## src/design/etp_map.vh

```
// Register offsets, field positions, reset values and timing counts for the event timer.
`ifndef ETP_MAP_VH
`define ETP_MAP_VH
// Register offsets (byte addresses).
`define ETP_ADDR_COUNT     8'h00
`define ETP_ADDR_COMPARE   8'h04
`define ETP_ADDR_CLKSEL    8'h08
`define ETP_ADDR_MODE      8'h0c
`define ETP_ADDR_PORT      8'h10
// Mode control fields.
`define ETP_MODE_CE        7
`define ETP_MODE_PWM       6
`define ETP_MODE_SET       3
`define ETP_MODE_RST       2
`define ETP_MODE_INV       1
`define ETP_MODE_OE        0
// Port fields.
`define ETP_PORT_DIR       1
`define ETP_PORT_LATCH     0
// Clock select codes.
`define ETP_CKS_FALL       3'h0
`define ETP_CKS_RISE       3'h1
// Reset values.
`define ETP_RST_MODE       8'h00
`define ETP_RST_CLKSEL     8'h00
`define ETP_RST_COMPARE    8'h00
`define ETP_RST_PORT       2'h3
// Divider exponents for the internal count clock choices.
`define ETP_DIV_X1         4'h0
`define ETP_DIV_X2         4'h1
`define ETP_DIV_X4         4'h2
`define ETP_DIV_X64        4'h6
`define ETP_DIV_X256       4'h8
`define ETP_DIV_X8192      4'hd
`endif

```

## src/design/etp_timer.v

```verilog
// Eight-bit event counter, square-wave and PWM timer with its register port.
// Operation
// - Event mode counts falling edges for select 00H, rising edges for 01H.
// - Clear-and-start mode clears counter on compare match and pulses the match interrupt.
// - Counting starts only after the count enable bit is written to one.
// - With inversion and output enabled, each match toggles the output flip-flop.
// - Square-wave frequency is one over twice period times compare plus one.
// - Mode bit 6 set selects free-running PWM operation.
// - In PWM mode bit 1 selects polarity: zero active-high, one active-low.
// - PWM stays inactive until first overflow, then active from overflow until match.
// - Writing count enable to zero drives the PWM output inactive.
// - PWM period is 256 count clocks, active width is compare times period.
// - PWM compare writes are buffered and transferred at overflow as timed.
// - Reading compare returns the newly written value before its transfer.
// - Counter start is asynchronous to the count clock, one-clock first-match error.
// - With output disabled the timer output pin is held low.
// - Output flip-flop set and reset bits are write-only and read as zero.
//
// The address map and the plain strobed port were left to the implementer.
`timescale 1ns/1ns
`default_nettype none
`include "etp_map.vh"
module etp_timer (
    // Clock and reset.
    input  wire       clk,
    input  wire       rst_n,
    // Register port.
    input  wire [7:0] addr,
    input  wire [7:0] wdata,
    input  wire       wr,
    input  wire       rd,
    output reg  [7:0] rdata,
    // Pins.
    input  wire       event_input_pin,
    output reg        timer_output_pin,
    output reg        timer_output_oe,
    // Event.
    output reg        match_interrupt
);
    ////////////////////////////////////////////////////////////////////////////
    reg  [7:0]  event_counter_value_r;
    reg  [7:0]  compare_value_reg_r;
    reg  [7:0]  compare_active_r;
    reg         compare_pend_r;
    reg         compare_late_r;
    reg  [2:0]  count_clock_select_r;
    reg         count_enable_bit_r;
    reg         pwm_mode_bit_r;
    reg         invert_or_polarity_bit_r;
    reg         output_enable_bit_r;
    reg         out_ff_r;
    reg         pwm_act_r;
    reg         pin_direction_bit_r;
    reg         pin_output_latch_r;
    reg  [12:0] div_r;
    reg         tick;
    wire        ev_rise;
    wire        ev_fall;
    wire        wr_mode;
    wire        wr_cmp;
    wire        cmp_hit;
    wire        ovf;

    assign wr_mode = wr && (addr == `ETP_ADDR_MODE);
    assign wr_cmp  = wr && (addr == `ETP_ADDR_COMPARE);

    etp_edge_sync u_sync (
        .clk    (clk),
        .rst_n  (rst_n),
        .pin_in (event_input_pin),
        .rise_r (ev_rise),
        .fall_r (ev_fall)
    );

    ////////////////////////////////////////////////////////////////////////////
    // Prescaler runs freely, so the first count after enable lands anywhere within a
    // count period; that start error is inherent and accepted.
    always @(posedge clk) begin
        if (!rst_n) begin
            div_r <= 13'h0000;
        end else begin
            div_r <= div_r + 13'h0001;
        end
    end

    always @* begin
        case (count_clock_select_r)
            `ETP_CKS_FALL: tick = ev_fall;
            `ETP_CKS_RISE: tick = ev_rise;
            3'h2: tick = 1'b1;
            3'h3: tick = &div_r[`ETP_DIV_X2 - 1:0];
            3'h4: tick = &div_r[`ETP_DIV_X4 - 1:0];
            3'h5: tick = &div_r[`ETP_DIV_X64 - 1:0];
            3'h6: tick = &div_r[`ETP_DIV_X256 - 1:0];
            default: tick = &div_r[`ETP_DIV_X8192 - 1:0];
        endcase
    end

    assign cmp_hit = event_counter_value_r == compare_value_reg_r;
    assign ovf     = event_counter_value_r == 8'hff;

    ////////////////////////////////////////////////////////////////////////////
    always @(posedge clk) begin
        if (!rst_n) begin
            event_counter_value_r    <= 8'h00;
            compare_value_reg_r      <= `ETP_RST_COMPARE;
            compare_active_r         <= `ETP_RST_COMPARE;
            compare_pend_r           <= 1'b0;
            compare_late_r           <= 1'b0;
            count_clock_select_r     <= 3'h0;
            count_enable_bit_r       <= 1'b0;
            pwm_mode_bit_r           <= 1'b0;
            invert_or_polarity_bit_r <= 1'b0;
            output_enable_bit_r      <= 1'b0;
            out_ff_r                 <= 1'b0;
            pwm_act_r                <= 1'b0;
            pin_direction_bit_r      <= 1'b1;
            pin_output_latch_r       <= 1'b1;
            match_interrupt          <= 1'b0;
        end else begin
            match_interrupt <= 1'b0;
            if (wr && addr == `ETP_ADDR_CLKSEL) begin
                count_clock_select_r <= wdata[2:0];
            end
            if (wr && addr == `ETP_ADDR_PORT) begin
                pin_direction_bit_r <= wdata[`ETP_PORT_DIR];
                pin_output_latch_r  <= wdata[`ETP_PORT_LATCH];
            end
            if (wr_cmp) begin
                compare_value_reg_r <= wdata;
                compare_pend_r      <= 1'b1;
                // A write that finds the count already at FF misses this overflow.
                compare_late_r      <= ovf;
                if (!count_enable_bit_r || !pwm_mode_bit_r) begin
                    compare_active_r <= wdata;
                    compare_pend_r   <= 1'b0;
                    compare_late_r   <= 1'b0;
                end
            end
            if (wr_mode) begin
                count_enable_bit_r       <= wdata[`ETP_MODE_CE];
                pwm_mode_bit_r           <= wdata[`ETP_MODE_PWM];
                invert_or_polarity_bit_r <= wdata[`ETP_MODE_INV];
                output_enable_bit_r      <= wdata[`ETP_MODE_OE];
                if (!wdata[`ETP_MODE_CE]) begin
                    event_counter_value_r <= 8'h00;
                    pwm_act_r             <= 1'b0;
                    compare_active_r      <= compare_value_reg_r;
                    compare_pend_r        <= 1'b0;
                    compare_late_r        <= 1'b0;
                end
                if (!wdata[`ETP_MODE_PWM] && wdata[`ETP_MODE_SET] && !wdata[`ETP_MODE_RST]) begin
                    out_ff_r <= 1'b1;
                end else if (!wdata[`ETP_MODE_PWM] && !wdata[`ETP_MODE_SET]
                             && wdata[`ETP_MODE_RST]) begin
                    out_ff_r <= 1'b0;
                end
            end else if (count_enable_bit_r && tick) begin
                if (pwm_mode_bit_r) begin
                    event_counter_value_r <= event_counter_value_r + 8'h01;
                    if (ovf) begin
                        // Zero width: active level never shows.
                        pwm_act_r <= (compare_pend_r && !compare_late_r && !wr_cmp) ?
                                     (compare_value_reg_r != 8'h00) :
                                     (compare_active_r != 8'h00);
                        if (compare_pend_r && !compare_late_r && !wr_cmp) begin
                            compare_active_r <= compare_value_reg_r;
                            compare_pend_r   <= 1'b0;
                        end else if (!wr_cmp) begin
                            compare_late_r   <= 1'b0;
                        end
                    end else if (event_counter_value_r + 8'h01 == compare_active_r) begin
                        pwm_act_r <= 1'b0;
                    end
                end else if (cmp_hit) begin
                    event_counter_value_r <= 8'h00;
                    match_interrupt       <= 1'b1;
                    if (invert_or_polarity_bit_r) begin
                        out_ff_r <= ~out_ff_r;
                    end
                end else begin
                    event_counter_value_r <= event_counter_value_r + 8'h01;
                end
            end
        end
    end

    ////////////////////////////////////////////////////////////////////////////
    // Pin drive: PWM uses the active flag through the polarity bit.
    always @(posedge clk) begin
        if (!rst_n) begin
            timer_output_pin <= 1'b0;
            timer_output_oe  <= 1'b0;
        end else begin
            timer_output_oe <= ~pin_direction_bit_r;
            if (pin_direction_bit_r) begin
                timer_output_pin <= 1'b0;
            end else if (!output_enable_bit_r) begin
                timer_output_pin <= 1'b0;
            end else if (pwm_mode_bit_r) begin
                timer_output_pin <= pwm_act_r ^ invert_or_polarity_bit_r;
            end else begin
                timer_output_pin <= out_ff_r;
            end
        end
    end

    ////////////////////////////////////////////////////////////////////////////
    always @(posedge clk) begin
        if (!rst_n) begin
            rdata <= 8'h00;
        end else if (rd) begin
            if (addr == `ETP_ADDR_COUNT) begin
                rdata <= event_counter_value_r;
            end else if (addr == `ETP_ADDR_COMPARE) begin
                rdata <= compare_value_reg_r;
            end else if (addr == `ETP_ADDR_CLKSEL) begin
                rdata <= {5'h00, count_clock_select_r};
            end else if (addr == `ETP_ADDR_MODE) begin
                rdata <= {count_enable_bit_r, pwm_mode_bit_r, 4'h0,
                          invert_or_polarity_bit_r, output_enable_bit_r};
            end else if (addr == `ETP_ADDR_PORT) begin
                rdata <= {6'h00, pin_direction_bit_r, pin_output_latch_r};
            end else begin
                rdata <= 8'h00;
            end
        end else begin
            rdata <= 8'h00;
        end
    end
endmodule // etp_timer
`default_nettype wire

```

## src/design/etp_edge_sync.v

```verilog
// Three-stage pin synchroniser with registered edge detection.
`timescale 1ns/1ns
`default_nettype none
module etp_edge_sync (
    // Clock and reset.
    input  wire clk,
    input  wire rst_n,
    // Pin and edge pulses.
    input  wire pin_in,
    output reg  rise_r,
    output reg  fall_r
);
    reg s1_r;
    reg s2_r;
    reg s3_r;
    reg lvl_r;

    // The first stage feeds only the second; the edge is judged on stages two and three.
    always @(posedge clk) begin
        if (!rst_n) begin
            s1_r   <= 1'b0;
            s2_r   <= 1'b0;
            s3_r   <= 1'b0;
            lvl_r  <= 1'b0;
            rise_r <= 1'b0;
            fall_r <= 1'b0;
        end else begin
            s1_r   <= pin_in;
            s2_r   <= s1_r;
            s3_r   <= s2_r;
            // A change counts only once stages two and three agree, so a one-cycle glitch is lost.
            if (s2_r == s3_r) begin
                lvl_r <= s3_r;
            end
            rise_r <= (s2_r == s3_r) && s3_r && !lvl_r;
            fall_r <= (s2_r == s3_r) && !s3_r && lvl_r;
        end
    end
endmodule // etp_edge_sync
`default_nettype wire

```

## config.mk

```make
export PLATFORM = sky130hd
export DESIGN_NAME = etp_timer
export DESIGN_NICKNAME = d
export VERILOG_FILES = /design/src/design/etp_timer.v /design/src/design/etp_edge_sync.v
export VERILOG_INCLUDE_DIRS = /design/src /design/src/design
export SDC_FILE = /design/constraint.sdc
export NUM_CORES = 1
export LEC_CHECK = 0
export BUFFER_PORTS_ARGS = -buffer_cell sky130_fd_sc_hd__buf_2
export CORE_MARGIN = 2
export CORE_UTILIZATION = 55
export CTS_BUF_LIST = sky130_fd_sc_hd__clkbuf_4 sky130_fd_sc_hd__clkbuf_8
export DETAILED_ROUTE_END_ITERATION = 8
export PLACE_DENSITY = 0.75
export SLEW_MARGIN = 20
export SYNTH_ARGS = -nofsm -noshare
export SYNTH_HDL_FRONTEND = slang
export SYNTH_SLANG_ARGS = --single-unit
```

## constraint.sdc

```tcl
create_clock -name clk -period 4.7 [get_ports clk]
set_clock_uncertainty 0.15 [all_clocks]
set_input_delay 0.47 -clock clk [delete_from_list [all_inputs] [get_ports clk]]
set_output_delay 0.47 -clock clk [all_outputs]
set_load 0.02 [all_outputs]
```

# Yosys cells after proc, flatten, opt, wreduce, memory -nomap -nowiden
# Index checks and enable logic that the tools add are counted.
# op_classes
n_reduce_logical,44
n_eq_ne,17
n_mux,52
addsub,2
n_bitwise,6
# op_table
cell,count
two-way mux 8 bit,17
two-way mux 1 bit,33
equality test 8 x 4 -> 1 bit (second input constant),2
equality test 8 bit,2
nonzero test 8 bit,2
logical AND 1 bit,15
adder 13 x 1 -> 13 bit (second input constant),1
AND reduction 13 bit,1
equality test 3 bit (second input constant),3
zero test 1 bit,9
adder 8 x 1 -> 8 bit (second input constant),1
equality test 8 x 3 -> 1 bit (second input constant),1
equality test 8 x 5 -> 1 bit (second input constant),1
equality test 8 bit (second input constant),1
zero test 8 bit,1
AND reduction 8 bit,1
nonzero test 2 bit,4
one-hot mux 1 bit (7 select lines),1
equality test 3 x 2 -> 1 bit (second input constant),2
AND reduction 2 bit,3
AND reduction 6 bit,1
NOT 1 bit,5
AND reduction 5 bit,1
AND reduction 4 bit,1
other kinds (12),12
# totals
inputBits,21
word_cells,146
out_inout_bits,11
register_bits,67

# Depth between registers and ports, before layout
# logic_depth
ltp_word,10
mapped_depth,9
ltp_nobuf,8

# Cells and area by module
# A second synthesis with hierarchy kept.
# unflattened
cells_unflattened,424
area_unflattened_um2,3558.4
# by_module_without_submodules
module,area_per_inst_um2,n_inst,cells_per_inst,seq_area_each_um2
etp_timer,3357.0,1,406,1221.2
etp_edge_sync,201.4,1,18,120.1

# Worst setup path after synthesis
# No wires, ideal clock.
# synth_path
path_kind,register -> register
start,reg div_r[0]
end,reg event_counter_value_r[5]
required_ns,4.479
path_buffers,0
path_stages_with_launch,9
setup_time_ns,0.071
arrival_ns,2.103
path_slack_ns,2.377
synth_period_minus_slack_ns,2.323
path_cell_list,dfxtp_1 -> ha_1 -> nand3_1 -> nor2_2 -> a41oi_1 -> a211oi_4 -> o21bai_4 -> or4_1 -> a21oi_1
# synth_between
elab_chain_len,5
elab_cells_between_ends,8
cone_classes,mux (1); reduce/logical (7)
# synth_lines
item,line,rtl
from (decl),etp_timer.v:55,reg [12:0] div_r;
from (signal assigned),etp_timer.v:82,div_r <= div_r + 13'h0001;
"AND reduction 13 bit, or another cell as far along",etp_timer.v:95,default: tick = &div_r[`ETP_DIV_X8192 - 1:0];
one-hot mux 1 bit (7 select lines) *,etp_timer.v:87,case (count_clock_select_r)
logical AND 1 bit *,etp_timer.v:158,end else if (count_enable_bit_r && tick) begin
nonzero test 2 bit (no source line) *,n/a,
AND reduction 2 bit (no source line) *,n/a,
to (signal assigned),etp_timer.v:160,event_counter_value_r <= event_counter_value_r + 8'h01;
to (signal assigned),etp_timer.v:182,event_counter_value_r <= event_counter_value_r + 8'h01;
to (decl),etp_timer.v:41,reg [7:0] event_counter_value_r;
# Mark *: on every way between the ends. The rest lies on a longest branch, timed or not.
# A chain may end at the register's enable or synchronous reset.

# Worst setup path after layout
# Same ends and word-level chain as after synthesis.

==> results.sh <==
export IMPL_status="completed"
export IMPL_netlist_area_sq_um=3330
export IMPL_grt_max_degree=46
export IMPL_grt_pass1_wl_mm=12.7
export IMPL_hold_depth=2
export IMPL_leakagePower_nw=1.38
export IMPL_min_from="event_input_pin"
export IMPL_path_buf_inv=0
export IMPL_worstMarginPinSlew_ns=0.775
export IMPL_fillers=516
export IMPL_cts_tree="built"
export IMPL_whs_ns=0.181
export IMPL_ys_seq_area_share_pct=40.3
export IMPL_slew_violations=0
export IMPL_cp_slowest_cell="a211oi_4"
export IMPL_wl_met1_mm=3.44
export IMPL_die_area_sq_um=6690
export IMPL_firstDrtPassIters=4
export IMPL_vdd_ir_drop_worst_v=0.000202
export IMPL_first_iter_violations=189
export IMPL_highest_layer="met4"
export IMPL_grtUsageTotal_pct=25.3
export IMPL_postCtsSetupBuffers=0
export IMPL_crit_family="compound AO/OA/AOI/OAI gates"
export IMPL_p_per_area_nw_per_um2=304
export IMPL_fmax_ghz=0.371
export IMPL_n_antenna_cell=0
export IMPL_ys_warn_count=0
export IMPL_numPortBuffers=31
export IMPL_die_y_microns=81.8
export IMPL_overflow=0
export IMPL_nNetsFinal=437
export IMPL_finalSetupViolations=0
export IMPL_clk_latency_ns=0.34
export IMPL_slew_headroom_pct=48.2
export IMPL_start_util_pct=56.6
export IMPL_r2r_start="div_r[0]"
export IMPL_worstPathCellList="ha_1 > nand3_1 > nor2_2 > a31oi_1 > a211oi_4 > o21bai_4 > or4_1 > a21oi_1"
export IMPL_startpoint_type="flip-flop"
export IMPL_routed_via_density=5.82
export IMPL_drc_errors=0
export IMPL_synth_seq_cells=67
export IMPL_layout_min_cycle_time_ns=2.70
export IMPL_setup_tns_ns=0
export IMPL_hold_path_class="in -> reg"
export IMPL_cts_resized_gates=0
export IMPL_regArea_sq_um=1340
export IMPL_cts_root_buf="clkbuf_8"
export IMPL_antenna_found_initial=0
export IMPL_async_flop_share_pct=0
export IMPL_die_w_microns=81.8
export IMPL_cts_sinks=67
export IMPL_required_ns=4.81
export IMPL_gp_congestion=0.880
export IMPL_drive_above_1_share_pct=13.7
export IMPL_core_area_sq_um=5890
export IMPL_synth_ff_type="dfxtp_1"
export IMPL_wl_per_cell_microns=15.8
export IMPL_area_delta_synth_final_pct=10.7
export IMPL_grt_pass1_vias=2564
export IMPL_clk_path_buf_depth=2
export IMPL_worst_r2r_setup_slack_ns=2.00
export IMPL_worst_path_max_fanout=8
export IMPL_hold_end="u_sync.s1_r"
export IMPL_wl_met3_microns=493
export IMPL_routed_wl_mm=7.77
export IMPL_slowest_delay_ns=0.50
export IMPL_multi_input_area_sq_um=1870
export IMPL_synth_nets=415
export IMPL_cp_end_kind="flip-flop"
export IMPL_rsz0062_at_grt="no"
export IMPL_vias=2860
export IMPL_most_common_layout_cells="67 x dfxtp_1, 50 x nor2_1, 43 x nand2_1"
export IMPL_hpwl_mm=5.52
export IMPL_crit_arrival_ns=2.81
export IMPL_hold_viol=0
export IMPL_reg2reg_depth=8
export IMPL_pin_count=32
export IMPL_htree_levels=3
export IMPL_syn_instance_count=390
export IMPL_numCtsBuffers=9
export IMPL_criticalPathCategory="reg -> reg"
export IMPL_timing_final_crit_share_pct=57.4
export IMPL_route_met2_wl_mm=3.70
export IMPL_path_clk_slew_ns=0.07
export IMPL_r2r_end="event_counter_value_r[5]"
export IMPL_layout_commonest_cell="dfxtp_1"
export IMPL_ctsHoldBuffers=0
export IMPL_yosysUniqueCellTypes=50
export IMPL_max_cap_viol_count=0
export IMPL_rows=28
export IMPL_synth_edf_count=0
export IMPL_synth_avg_cell_area_sq_um=8.54
export IMPL_ant_nets=0
-- final cells by class --
type | count | share of cell area [%]
Multi-Input combinational cell | 297 | 50.8
Clock inverter | 2 | 0.950
Inverter | 6 | 0.611
Tap cell | 75 | 2.55
Timing Repair Buffer | 31 | 4.21
Clock buffer | 13 | 4.51
Sequential cell | 67 | 36.4
-- cell families (layout without fill, tap and decap cells) --
group           after synthesis  count (layout)  share of synthesized area, %
buf+inv                      26              52                          3.61
simple gates                170             170                          25.9
mux                          24              24                          7.25
xor+xnor                     33              33                          8.68
compound gates               66              66                          12.8
fa+ha+maj                     4               4                          1.50
flops                        67              67                          40.3
-- worst reg2reg max path: cells and delay by family (launching register included) --
family	cells	cell delay, ns
AND/OR/NAND/NOR	3	0.80
AO/OA/AOI/OAI	4	0.99
adder cells (fa/ha/maj)	1	0.29
flip-flops	1	0.39
-- power breakdown --
part	internal, mW	switching (mW)	total (mW)
clock	0.282	0.214	0.496
sequential	0.571	0.00328	0.575
combinational	0.0171	0.0309	0.0480
-- sequential cells by signal, summed over array words and instances, names as in the netlist, 3 cells and up --
name,cells
event_counter_value_r,8
compare_value_reg_r,8
compare_active_r,8
count_clock_select_r,3
div_r,13
rdata,8
-- layer usage --
metal,vias up,global-route usage [%]
li1,1412,-
met2,95,40.2
met5,-,0
met3,13,5.82
met1,1340,33.5
met4,0,9.33
-- Yosys cell counts (5+ instances only) --
cell type  count  area share, %
a211oi_1      10            2.3
a21oi_1       30            4.5
and2_1         7            1.3
and3_1        10            1.9
buf_2          6           0.90
clkbuf_1      10            1.1
dfxtp_1       67             40
inv_1          5           0.56
mux2i_1       23            6.9
nand2_1       43            4.8
nand3_1       15            2.3
nand4_1        7            1.3
nor2_1        50            5.6
nor4_1         6            1.1
o21ai_0       11            1.7
xnor2_1       24            6.3
xor2_1         9            2.4
-- stage by stage --
step	area (sq um)	setup slack [ns]	instances	total power [mW]	util (%)
2_1_floorplan	3330	2.38	390	0.614	-
3_3_place_gp	3480	1.53	476	0.634	59.1
3_5_place_dp	3480	1.42	476	0.635	59.1
4_1_cts	3680	1.80	491	1.13	62.6
5_1_grt	3690	1.72	491	1.16	62.6
6_report	3690	2.00	491	1.12	62.6
-- worst max-delay path by stage --
stage	startpoint	depth (start not counted)	slack, ns	to
finish	div_r[0]	8	2.00	event_counter_value_r[5]
global route	addr[4]	8	1.72	compare_active_r[5]
detailed placement	addr[2]	8	1.42	compare_active_r[7]
CTS	addr[2]	8	1.80	compare_active_r[7]
floorplan	div_r[0]	8	2.38	event_counter_value_r[5]
global placement	addr[2]	8	1.53	compare_active_r[7]
Note: power is estimated with default switching activity, not from simulation.
